**config.mk**
```make
export PLATFORM = sky130hd
export DESIGN_NAME = alarm_status_bank
export DESIGN_NICKNAME = d
export VERILOG_FILES = /design/src/common/alarm_status_pkg.sv /design/src/verilog/alarm_status_bank.sv /design/src/verilog/sync_bits.sv
export VERILOG_INCLUDE_DIRS = /design/src /design/src/common
export SDC_FILE = /design/constraint.sdc
export NUM_CORES = 1
export LEC_CHECK = 0
export BUFFER_PORTS_ARGS = -buffer_cell sky130_fd_sc_hd__buf_4
export CAP_MARGIN = 20
export CORE_UTILIZATION = 38
export CTS_CLUSTER_SIZE = 24
export DETAILED_ROUTE_END_ITERATION = 12
export PLACE_DENSITY = 0.66
export RECOVER_POWER = 100
export SLEW_MARGIN = 20
export SYNTH_ARGS = -nofsm -noshare
export SYNTH_HDL_FRONTEND = slang
export SYNTH_SLANG_ARGS = --single-unit
```
**constraint.sdc**
```tcl
create_clock -name ref_clk -period 1.11 [get_ports ref_clk]
set_input_delay 0.111 -clock ref_clk [delete_from_list [all_inputs] [get_ports ref_clk]]
set_output_delay 0.111 -clock ref_clk [all_outputs]
set_load 0.05 [all_outputs]
```
**src/common/alarm_status_params.svh**
```systemverilog
// Register offsets, field positions and reset values of the alarm status bank.
// Assumes an 8-bit register port with byte-wide offsets.
`ifndef ALARM_STATUS_PARAMS_SVH
`define ALARM_STATUS_PARAMS_SVH

`define ADDR_W 8
`define DATA_W 8
`define OFS_FREQ_HIGH 8'h0d
`define OFS_ALARM_STS 8'h11
`define OFS_SRC_SELECT 8'h4b
`define OFS_IRQ_STS 8'h60
`define OFS_IRQ_CLR 8'h61
`define OFS_IRQ_EN 8'h62
`define OFS_TEST_CTRL 8'h63
`define BIT_LOOP_CHOICE 4
`define BIT_ALARM_A 1
`define BIT_ALARM_B 5
`define BIT_TEST_MODE 0
`define ALARM_STS_RESET 8'h22
`define ALARM_STS_MASK 8'h22
`define IRQ_W 2
`define IRQ_BIT_A 0
`define IRQ_BIT_B 1
`define SYNC_RESET_VAL 2'h3

`endif

```
**src/common/alarm_status_pkg.sv**
```systemverilog
// Types of the alarm status bank: the one packed state record.
// Assumes alarm_status_params.svh is included before use of the widths.
`include "alarm_status_params.svh"

package alarm_status_pkg;

  typedef struct packed {
    logic [`DATA_W-1:0] alarm_sts;
    logic [`DATA_W-1:0] src_select;
    logic test_mode;
    logic [`IRQ_W-1:0] irq_sts;
    logic [`IRQ_W-1:0] irq_en;
    logic [`IRQ_W-1:0] alarm_prev;
    logic [`DATA_W-1:0] rdata;
  } bank_state_t;

endpackage

```
**src/verilog/alarm_status_bank.sv**
```systemverilog
// Status bank: loop frequency-offset high byte and reference no-activity alarms.
// Assumes offset words arrive on ref_clk; alarm levels come from another domain.
// Function
// - Read-only byte shows bits 15:8 of the loop frequency-offset word.
// - Source-select bit 4 low reports first loop, high reports second loop.
// - Alarm byte read-only normally, writable in test mode, resets to 0x22.
// - Outside test mode, alarm byte follows the alarms currently raised by the activity monitors.
// - Bit 1 is high while reference input a has an alarm, bit 5 for input b; others unused.
//
// The plain strobed port was decided locally.
`timescale 1ns/10ps
`include "alarm_status_params.svh"

module alarm_status_bank (
  input wire logic ref_clk,
  input wire logic arst_n,
  input wire logic [`ADDR_W-1:0] addr,
  input wire logic [`DATA_W-1:0] wdata,
  input wire logic wr_stb,
  input wire logic rd_stb,
  output logic [`DATA_W-1:0] rdata,
  input wire logic [15:0] pll_offset_word_a,
  input wire logic [15:0] pll_offset_word_b,
  input wire logic ref_input_a_alarm,
  input wire logic ref_input_b_alarm,
  output logic irq
);

  // Reset is asserted at once, released only after two clean edges
  logic rst_meta_q;
  logic rst_n;
  always_ff @(posedge ref_clk or negedge arst_n) begin
    if (!arst_n) begin
      rst_meta_q <= 1'b0;
      rst_n <= 1'b0;
    end else begin
      rst_meta_q <= 1'b1;
      rst_n <= rst_meta_q;
    end
  end

  // Alarms start high so the bank reads as alarmed until monitors settle
  logic [1:0] alarm_s;
  sync_bits #(
    .WIDTH(2),
    .RESET_VAL(`SYNC_RESET_VAL)
  ) u_alarm_sync (
    .clk(ref_clk),
    .rst_n(rst_n),
    .async_in({ref_input_b_alarm, ref_input_a_alarm}),
    .sync_out(alarm_s)
  );

  // Offset decode is used for the write path; the read path decodes addr in its own case
  function automatic logic hit(input logic [`ADDR_W-1:0] a, input logic [`ADDR_W-1:0] ofs);
    hit = (a == ofs);
  endfunction

  alarm_status_pkg::bank_state_t st_q;
  alarm_status_pkg::bank_state_t st_d;
  logic [7:0] freq_high;
  logic [`DATA_W-1:0] live_alarm;
  logic [`IRQ_W-1:0] alarm_rise;
  logic [`IRQ_W-1:0] clr_mask;

  // Layout guard: flags and alarm bits must leave room inside one data byte,
  // otherwise the zero padding of the read-back words would have no width
  if (`IRQ_W >= `DATA_W || `BIT_ALARM_B >= `DATA_W) begin : g_bad_layout
    $error("alarm status layout does not fit the data byte");
  end

  // Loop choice picks which offset word feeds the high byte
  always_comb begin
    if (st_q.src_select[`BIT_LOOP_CHOICE]) begin
      freq_high = pll_offset_word_b[15:8];
    end else begin
      freq_high = pll_offset_word_a[15:8];
    end
  end

  // Only bits 5 and 1 carry alarms; unused bits stay zero
  always_comb begin
    live_alarm = '0;
    live_alarm[`BIT_ALARM_B] = alarm_s[1];
    live_alarm[`BIT_ALARM_A] = alarm_s[0];
  end

  assign alarm_rise = alarm_s & ~st_q.alarm_prev;
  assign clr_mask = (wr_stb && hit(addr, `OFS_IRQ_CLR)) ? wdata[`IRQ_W-1:0] : '0;

  // Next state of the whole bank
  always_comb begin
    st_d = st_q;
    st_d.alarm_prev = alarm_s;
    // Test mode freezes the live view so software can plant a pattern
    if (!st_q.test_mode) begin
      st_d.alarm_sts = live_alarm;
    end else if (wr_stb && hit(addr, `OFS_ALARM_STS)) begin
      st_d.alarm_sts = wdata & `ALARM_STS_MASK;
    end
    if (wr_stb && hit(addr, `OFS_SRC_SELECT)) begin
      st_d.src_select = wdata;
    end
    if (wr_stb && hit(addr, `OFS_TEST_CTRL)) begin
      st_d.test_mode = wdata[`BIT_TEST_MODE];
    end
    if (wr_stb && hit(addr, `OFS_IRQ_EN)) begin
      st_d.irq_en = wdata[`IRQ_W-1:0];
    end
    // A new alarm in the clearing cycle survives the clear
    st_d.irq_sts = (st_q.irq_sts & ~clr_mask) | {alarm_rise[1], alarm_rise[0]};
    // Read data stand for one cycle only, zero otherwise
    st_d.rdata = '0;
    if (rd_stb) begin
      case (addr)
        `OFS_FREQ_HIGH: st_d.rdata = freq_high;
        `OFS_ALARM_STS: st_d.rdata = st_q.alarm_sts;
        `OFS_SRC_SELECT: st_d.rdata = st_q.src_select;
        `OFS_IRQ_STS: st_d.rdata = {{(`DATA_W-`IRQ_W){1'b0}}, st_q.irq_sts};
        `OFS_IRQ_EN: st_d.rdata = {{(`DATA_W-`IRQ_W){1'b0}}, st_q.irq_en};
        `OFS_TEST_CTRL: st_d.rdata = {{(`DATA_W-1){1'b0}}, st_q.test_mode};
        default: st_d.rdata = '0;
      endcase
    end
  end

  // Single register for the whole bank
  always_ff @(posedge ref_clk or negedge rst_n) begin
    if (!rst_n) begin
      st_q.alarm_sts <= `ALARM_STS_RESET;
      st_q.src_select <= 8'h00;
      st_q.test_mode <= 1'b0;
      st_q.irq_sts <= 2'h0;
      st_q.irq_en <= 2'h0;
      st_q.alarm_prev <= `SYNC_RESET_VAL;
      st_q.rdata <= 8'h00;
    end else begin
      st_q <= st_d;
    end
  end

  assign rdata = st_q.rdata;
  assign irq = |(st_q.irq_sts & st_q.irq_en);

  // Helper: first cycle after reset release
  logic seen_q;
  always_ff @(posedge ref_clk or negedge rst_n) begin
    if (!rst_n) begin
      seen_q <= 1'b0;
    end else begin
      seen_q <= 1'b1;
    end
  end

  a_freq_byte_select: assert property (@(posedge ref_clk) disable iff (!rst_n)
    rd_stb && hit(addr, `OFS_FREQ_HIGH) |=> rdata == ($past(st_q.src_select[4]) ?
      $past(pll_offset_word_b[15:8]) : $past(pll_offset_word_a[15:8])))
    else $error("frequency byte does not follow loop choice");

  a_freq_sign_bit: assert property (@(posedge ref_clk) disable iff (!rst_n)
    rd_stb && hit(addr, `OFS_FREQ_HIGH) && !st_q.src_select[4] |=>
      rdata[7] == $past(pll_offset_word_a[15]))
    else $error("sign bit of offset word lost");

  a_freq_high_only: assert property (@(posedge ref_clk) disable iff (!rst_n)
    rd_stb && hit(addr, `OFS_FREQ_HIGH) && st_q.src_select[4] |=>
      rdata == $past(pll_offset_word_b[15:8]))
    else $error("frequency byte is not bits 15 to 8");

  a_status_reset_val: assert property (@(posedge ref_clk) disable iff (!rst_n)
    !seen_q |-> st_q.alarm_sts == 8'h22)
    else $error("alarm status reset value wrong");

  a_status_follows: assert property (@(posedge ref_clk) disable iff (!rst_n)
    !st_q.test_mode ##1 !$past(st_q.test_mode) |-> st_q.alarm_sts == $past(live_alarm))
    else $error("alarm status does not follow monitors");

  // Alarm path: status bit and event flag move on the same edge
  a_alarm_b_bit: assert property (@(posedge ref_clk) disable iff (!rst_n)
    !st_q.test_mode && $rose(alarm_s[1]) |=> st_q.alarm_sts[5] && st_q.irq_sts[1])
    else $error("input b alarm not shown");

  a_alarm_a_unused: assert property (@(posedge ref_clk) disable iff (!rst_n)
    !st_q.test_mode |=> st_q.alarm_sts[1] == $past(alarm_s[0]) &&
      (st_q.alarm_sts & 8'hdd) == 8'h00)
    else $error("input a alarm or unused bits wrong");

  // Read port: data stand one cycle only, then the port idles at zero
  a_rdata_idle_zero: assert property (@(posedge ref_clk) disable iff (!rst_n)
    !rd_stb |=> rdata == 8'h00)
    else $error("read data left standing without a read");

  a_src_readback: assert property (@(posedge ref_clk) disable iff (!rst_n)
    wr_stb && hit(addr, `OFS_SRC_SELECT) |=> st_q.src_select == $past(wdata))
    else $error("loop choice write not stored");

  // Test mode: only a write to the status byte may change it
  a_test_write_lands: assert property (@(posedge ref_clk) disable iff (!rst_n)
    st_q.test_mode && wr_stb && hit(addr, `OFS_ALARM_STS) |=>
      st_q.alarm_sts == ($past(wdata) & `ALARM_STS_MASK))
    else $error("test mode write to alarm status lost");

  a_test_mode_frozen: assert property (@(posedge ref_clk) disable iff (!rst_n)
    st_q.test_mode && !(wr_stb && hit(addr, `OFS_ALARM_STS)) |=>
      $stable(st_q.alarm_sts))
    else $error("alarm status moved in test mode");

  a_alarm_a_event: assert property (@(posedge ref_clk) disable iff (!rst_n)
    !st_q.test_mode && $rose(alarm_s[0]) |=> st_q.alarm_sts[1] && st_q.irq_sts[0])
    else $error("input a alarm not shown");

  // Interrupt flags: a fresh event outranks a clear in the same cycle
  a_irq_set_wins: assert property (@(posedge ref_clk) disable iff (!rst_n)
    wr_stb && hit(addr, `OFS_IRQ_CLR) && alarm_rise[0] |=> st_q.irq_sts[0])
    else $error("clear swallowed a new input a event");

  a_irq_clear_works: assert property (@(posedge ref_clk) disable iff (!rst_n)
    wr_stb && hit(addr, `OFS_IRQ_CLR) && wdata[0] && !alarm_rise[0] |=>
      !st_q.irq_sts[0])
    else $error("input a event flag not cleared");

endmodule // alarm_status_bank

```
**src/verilog/sync_bits.sv**
```systemverilog
// Two-flop synchroniser for a group of independent level inputs.
// Assumes each bit is a slow level; no bus coherence between bits.
`timescale 1ns/10ps

module sync_bits #(
  parameter int WIDTH = 2,
  parameter logic [WIDTH-1:0] RESET_VAL = '0
) (
  input wire logic clk,
  input wire logic rst_n,
  input wire logic [WIDTH-1:0] async_in,
  output logic [WIDTH-1:0] sync_out
);

  // Refused at elaboration: a zero-width group has nothing to carry
  if (WIDTH < 1) begin : g_bad_width
    $error("sync_bits needs at least one bit");
  end

  // One pair of flops per bit; the first flop feeds only the second
  genvar i;
  generate
    for (i = 0; i < WIDTH; i++) begin : g_bit
      logic meta_q;
      logic stable_q;
      always_ff @(posedge clk or negedge rst_n) begin
        if (!rst_n) begin
          meta_q <= RESET_VAL[i];
          stable_q <= RESET_VAL[i];
        end else begin
          meta_q <= async_in[i];
          stable_q <= meta_q;
        end
      end
      assign sync_out[i] = stable_q;
    end
  endgenerate

endmodule // sync_bits
```
Word level (Yosys, flattened, before mapping)
Index checks and enable logic that the tools add are counted.
{ "word_totals": {"regBits": 37, "inputBits": 54, "output_inout_bits": 9, "wordCells": 39} }
{ "classes": {"n_eq_ne": 8, "mux": 6, "n_bitwise": 6, "n_reduce_logical": 6} }
{ "ops": {"columns": ["op", "n"], "rows": [
  ["8-bit case mux with 6 select lines", 1],
  ["8-bit by 7-bit == test with 1-bit output (second input constant)", 5],
  ["8-bit two-way mux", 4],
  ["8-bit by 4-bit == test with 1-bit output (second input constant)", 1],
  ["8-bit by 5-bit == test with 1-bit output (second input constant)", 1],
  ["2-bit AND", 3],
  ["1-bit logical AND", 5],
  ["2-bit inverter", 2],
  ["2-bit two-way mux", 1],
  ["2-bit by 1-bit inequality test with 1-bit output (second input constant)", 1],
  ["2-bit bitwise OR", 1],
  ["2-bit OR reduction", 1]
]} }

Depth between registers and ports, before layout
Gate-level depths: netlist (run 1).
{ "logic_depth": {"word_depth": 6, "depth_mapped": 5, "mapped_depth_nobuf": 4} }

Cells and area by module
A second synthesis (run 1) with hierarchy kept.
{ "hier_totals": {"cells_unflattened": 126, "hier_area_um2": 1534.0} }
{ "by_module_without_submodules": {"columns": ["mod", "n_inst", "cells_per_inst", "area_per_inst_um2", "seq_area_each_um2"], "rows": [
  ["alarm_status_bank", 1, 120, 1413.9, 680.7],
  ["sync_bits", 1, 6, 120.1, 105.1]
]} }

Worst setup path after synthesis (run 1)
No wires, ideal clock.
{ "synth_timing": {"path_kind": "register to register", "from": "register st_q[19] in the netlist's numbering", "to": "register, netlist name rdata[1]", "setup_ns": 0.130, "t_arrival_ns": 1.417, "t_required_ns": 0.980, "setup_slack_ns": -0.437, "stages_incl_launch_ff": 6, "n_path_buf": 1, "synth_period_minus_slack_ns": 1.547, "path_cell_list": "dfrtp_1 -> clkbuf_1 -> mux2_2 -> a22o_1 -> a222oi_1 -> nor2b_1"} }
{ "synth_rtl": {"columns": ["item", "line_no", "source"], "rows": [
  ["start: declaration", "alarm_status_bank.sv:59", "alarm_status_pkg::bank_state_t st_q;"],
  ["start signal: assignment", "alarm_status_bank.sv:138", "st_q <= st_d;"]
]} }

==> impl_metrics.yaml, run 1 <==
die:
  coreArea_um2: 3740
  die_area_um2: 4250
  start_util: 0.406
  die_w_um: 65.2
  rows: 22
  die_h_um: 65.2
  io_pins: 63
synthesis:
  synth.most_common_cell: "dfrtp_1"
  postSynthAreaPerCell_um2: 12.2
  synthCells: 124
  ys_seq_area_frac: 0.517
  synth.area.top_cells: "dfrtp_1 38%, mux2_2 14%, dfstp_2 14%"
  netlist_area_um2: 1520
  ys_top_cells_by_count: "23 x dfrtp_1, 19 x mux2_2, 11 x nor2_1"
  yosysWarnings: 0
  async_flop_share: 1.00
  synth_cell_types: 37
  synth_top_area_frac: 0.379
  syn_nets: 178
  synth-edff-count: 0
  yosys.area.top_type: "dfrtp_1"
  ys_seq_elements: 31
  dominantRegCellSynth: "dfrtp_1"
worst_setup_path:
  r2r_cells: 4
  crit_required_ns: 1.28
  reg2reg_to: "rdata[1]"
  r2r-start: "st_q[19]"
  start_kind: "flip-flop"
  crit_path_max_fanout: 3
  crit_arrival_ns: 1.55
  ff2ff_setup_slack_ns: -0.28
  critical-path-slowest-cell: "dfrtp_1"
  worstSetupPathType: "flip-flop to flip-flop"
  setup.worst_path.start: "st_q[19]"
  worstPathCellList: "mux2_4, a22o_1, a222oi_1, nor2b_1"
  slowest_delay_ns: 0.41
  crit_path_end_kind: "flip-flop"
sta:
  final.setup.worst_slack_ns: -0.277
  rsz0062_at_grt: "yes"
  timing.slew.headroom: 0.594
  setup_viol: 11
  period_share: 1.25
  slew_viol_final: 0
  skew_ns: 0.00574
  final-hold-violation-count: 0
  fmax_mhz: 721
  period_minus_slack_ns: 1.39
  tightest_slew_ns: 0.609
pwr:
  p_leak_nw: 1.12
  power.density_nw_per_um2: 1180
  ir_drop_mv: 0.709
detailed_routing:
  vias_per_cell: 5.13
  drc: 0
  wl_um: 3700
  dr.pass1.iters: 4
  drt_first_iter_violations: 37
  antenna_left: 0
  vias: 1261
  wl_per_cell_um: 15.0
global_route:
  grt.overflow.total: 0
  grt_pass1_vias: 1315
  antenna_found_initial: 0
  grt_max_degree: 26
  grt_pass1_wl_um: 6040
  grt_usage: 0.195
placement:
  dpl-instance-area_um2: 2080
  io_buffers: 46
  dp_hpwl_um: 2760
  placed_cells: 232
  place.gp.congestion: 0.818
clocking:
  insertion_delay_ns: 0.29
  path_clk_slew_ns: 0.06
  cts_root_buffer: "clkbuf_8"
  cts_buffers: 5
  cts_sinks: 31
  cts_buffer_depth: 2
  cts_tree: "built"
  cts-htree-levels: 2
cells_and_area:
  diodes: 0
  nNetsFinal: 251
  fillers: 330
  drive_above_1_share: 0.601
  final_area_um2: 2300
  instances_no_fill: 246
  syn2layout_area_growth_pct: 51.2
status:
  violations: "negative setup slack"
  status: "finished with violations"
worst_hold_path:
  hold_end: "st_q[22]"
  hold_class: "input port to flip-flop"
  min_from: "wdata[7]"
  whs_path_depth: 2
job:
  cap_violations: 0
-- report_power, final --
group	switching, W	internal (W)	leakage, nW	total, W
clock network	0.000418	0.000725	0.0612	0.00114
registers	0.0000262	0.00118	0.387	0.00121
logic	0.000150	0.000216	0.674	0.000366
-- cell usage in the layout, fill, tap and decap left out, drive strengths merged, types with 2 or more instances in the layout --
cell,synthesis,layout
dlygate4sd3,0,3
inv,2,2
nand2,3,3
nand4,3,3
dfrtp,23,23
dfstp,8,8
buf,9,59
clkbuf,1,20
nand3,2,2
a21oi,3,3
nor2b,2,2
o31ai,2,2
nor4b,2,2
nor4bb,2,2
mux2i,3,3
a22oi,5,5
a22o,6,6
nor2,12,12
and2,2,2
mux2,19,19
-- area by class of cell --
type	instances	area, um^2	area share
well taps	48	60.1	0.0261
clock buffers	6	82.6	0.0359
inverters	2	7.51	0.00327
flip-flops and latches	31	786	0.342
repair buffers	76	579	0.252
clock inverters	2	35.0	0.0153
multi-input cells	81	747	0.325
-- routing by layer --
layer,global-route usage,share of wire,vias to the layer above
met5,0,0,-
met3,0.0556,0.045,6
met1,0.225,0.42,622
met2,0.327,0.52,32
li1,-,-,601
met4,0.0951,0.014,0
-- cells by family after synthesis --
group	after synthesis	synth area share
and+or+nand+nor	37	0.155
DFF	31	0.517
buffers and inverters	12	0.0519
muxes	22	0.161
AOI/OAI and AO/OA	21	0.113
other	1	0.00247
-- worst max-delay path, delay by kind of cell, from the launching register on --
| family | cells | cell delay [ns] |
|---|---|---|
| compound gates | 2 | 0.46 |
| flops | 1 | 0.41 |
| mux | 1 | 0.31 |
| simple gates | 1 | 0.08 |
-- through the flow --
step	utilization	setup WS, ns	TNS (ns)	hold WS [ns]	power (W)
after floorplan	-	-0.342	-2.08	-0.185	0.00136
after global placement	0.555	-0.446	-6.48	-0.106	0.00155
after detailed placement	0.555	-0.462	-7.13	-0.104	0.00157
after CTS	0.615	-0.308	-2.26	0.0479	0.00276
after global routing	0.614	-0.356	-2.74	0.0441	0.00284
final	0.614	-0.277	-2.12	0.0552	0.00271
-- repair_timing --
action | in CTS | in global routing
endpoints found under the hold margin | 4 | 0
pin swaps | 5 | 6
setup endpoints to repair | 12 | 17
setup buffers | 1 | 3
gates resized for setup | 16 | 6
hold buffers | 3 | 0
-- flip-flops by register name, indices dropped and copies added (netlist names) --
signal	flops
st_q	17
rdata	8
u_alarm_sync.g_bit.meta_q	2
u_alarm_sync.g_bit.stable_q	2
rst_meta_q	1
rst_n	1
-- worst max-delay path by stage --
stage	to	slack, ns	cells past startpoint
4_1_cts	rdata[1]	-0.31	4
6_report	rdata[1]	-0.28	4
5_1_grt	rdata[1]	-0.36	4
3_5_place_dp	st_q[11]	-0.46	5
3_3_place_gp	st_q[11]	-0.45	5
2_1_floorplan	st_q[10]	-0.34	4
No activity file was read; power rests on OpenSTA's default activity.
==> inputs of run 2 (changes only) <==
--- a/config.mk
+++ b/config.mk
@@ -11,8 +11,10 @@
 export CORE_UTILIZATION = 38
 export CTS_CLUSTER_SIZE = 24
 export DETAILED_ROUTE_END_ITERATION = 12
+export MAX_ROUTING_LAYER = met4
 export PLACE_DENSITY = 0.66
 export RECOVER_POWER = 100
+export REMOVE_ABC_BUFFERS = 1
 export SLEW_MARGIN = 20
 export SYNTH_ARGS = -nofsm -noshare
 export SYNTH_HDL_FRONTEND = slang
==> run 2 against run 1 <==
  * The run still ends with negative setup slack left
  * Final area up 4.1%
  * Wire length up 5.1%
  * First-iteration DRC count up 140%
  * Via count up 4.3%
  * Die area unchanged
  * Combinational power up 11%
  * Sequential power about the same
  * Hold slack worse by 0.034 ns
  * Fmax down 1.8%
  * Sequential cell count unchanged
  * Global-route usage up 1.2 points
  * Clock power down 24%
==> impl_metrics.yaml, run 2 (same netlist as run 1, synthesis figures left out) <==
sta:
  rsz0062_at_grt: "yes"
  setup_viol: 12
  final-hold-violation-count: 0
  tns_ns: -2.24
  slew_viol_final: 0
  final.setup.worst_slack_ns: -0.302
  period_minus_slack_ns: 1.41
  fmax_mhz: 708
  tightest_slew_ns: 0.661
  timing.slew.headroom: 0.559
  skew_ns: 0.00493
  period_share: 1.27
clocking:
  cts-htree-levels: 2
  cts_tree: "built"
  cts_buffer_depth: 2
  insertion_delay_ns: 0.29
  path_clk_slew_ns: 0.07
  cts_root_buffer: "clkbuf_8"
  cts_buffers: 5
  cts_sinks: 31
global_route:
  antenna_found_initial: 0
  grt_usage: 0.207
  grt_pass1_vias: 1406
  grt.overflow.total: 0
  grt_max_degree: 29
  grt_pass1_wl_um: 6350
detailed_routing:
  wl_um: 3890
  antenna_left: 0
  drt_first_iter_violations: 87
  vias_per_cell: 5.10
  wl_per_cell_um: 15.1
  drc: 0
  dr.pass1.iters: 4
  vias: 1315
placement:
  dpl_worst_slack_ns: -0.475
  dp_hpwl_um: 2820
  place.gp.congestion: 0.844
  placed_cells: 237
  io_buffers: 46
cells_and_area:
  final_cell_mix: "63 x buf_4, 22 x dfrtp_1, 15 x mux2_2"
  regMostFlops: "st_q"
  largestRegisters: "st_q: 17 flops, rdata: 8 flops"
  diodes: 0
  fillers: 298
  drive_above_1_share: 0.633
  nNetsFinal: 263
  largest_reg_flops: 17
  final_common_cell: "buf_4"
  instances_no_fill: 258
  syn2layout_area_growth_pct: 57.4
die:
  die_w_um: 65.2
  die_h_um: 65.2
  coreArea_um2: 3740
  rows: 22
  io_pins: 63
  start_util: 0.406
  die_area_um2: 4250
worst_setup_path:
  worstSetupPathType: "flip-flop to flip-flop"
  start_kind: "flip-flop"
  slowest_delay_ns: 0.44
  crit_path_end_kind: "flip-flop"
  critical-path-slowest-cell: "dfrtp_2"
  crit_required_ns: 1.28
  worstPathCellList: "mux2_4, a22o_1, a222oi_1, nor2b_1"
  crit_arrival_ns: 1.58
  crit_path_max_fanout: 4
  r2r_cells: 4
worst_hold_path:
  hold_class: "flip-flop to async pin"
pwr:
  power.density_nw_per_um2: 1040
  ir_drop_mv: 0.758
  p_leak_nw: 1.16
status:
  violations: "negative setup slack"
  status: "finished with violations"
job:
  cap_violations: 0
[run 2: worst paths after layout]
kind	from	to	slack (ns)
max	st_q[19]	rdata[1]	-0.30
min	rst_n	st_q[19]	0.02
max reg2reg	st_q[19]	rdata[1]	-0.30
min reg2reg	rst_n	st_q[19]	0.02
max in group asynchronous	rst_n	rdata[7]	0.28
min in group ref_clk	wdata[7]	st_q[22]	0.06
[run 2: what timing repair did]
action	4_1_cts	5_1_grt
setup buffers	5	5
gates cloned	0	0
hold buffers	3	0
gates resized for setup	18	14
endpoints found under the hold margin	4	0
endpoints found under the setup margin	23	24
pin swaps	11	15
[run 2: final cells by class]
cell class | count | area, um^2 | area share
clock buffer | 5 | 68.8 | 0.0288
clock inverter | 3 | 20.0 | 0.00837
inverter | 2 | 7.51 | 0.00314
multi-input combinational | 81 | 759 | 0.318
sequential | 31 | 787 | 0.329
tap | 48 | 60.1 | 0.0251
timing repair buffer | 88 | 688 | 0.288
[run 2: metal layers]
metal	track usage	up-vias	wire length, um
met5	-	-	0
met4	0.0679	0	36
met3	0.0642	6	191
met2	0.340	37	2010
met1	0.239	649	1660
li1	-	623	-
[run 2: metrics by stage]
step / cell area, um^2 / util / hold slack, ns / total power [W]
floorplan: 1450 / - / -0.185 / 0.00134
global placement: 2100 / 0.560 / -0.107 / 0.00155
finish: 2390 / 0.639 / 0.0212 / 0.00248
detailed placement: 2100 / 0.560 / -0.106 / 0.00157
global route: 2390 / 0.639 / 0.0295 / 0.00261
CTS: 2330 / 0.622 / 0.0517 / 0.00248
[run 2: worst max-delay path: cells and delay by family (launching register included)]
kind | cells | cell delay (ns)
flip-flops | 1 | 0.44
AO/OA/AOI/OAI | 2 | 0.47
AND/OR/NAND/NOR | 1 | 0.08
multiplexers | 1 | 0.31
[run 2: power by group]
group          leakage [nW]  internal (W)  switching, W
Clock                0.0402      0.000435      0.000436
Sequential            0.386       0.00118     0.0000246
Combinational         0.731      0.000240      0.000166
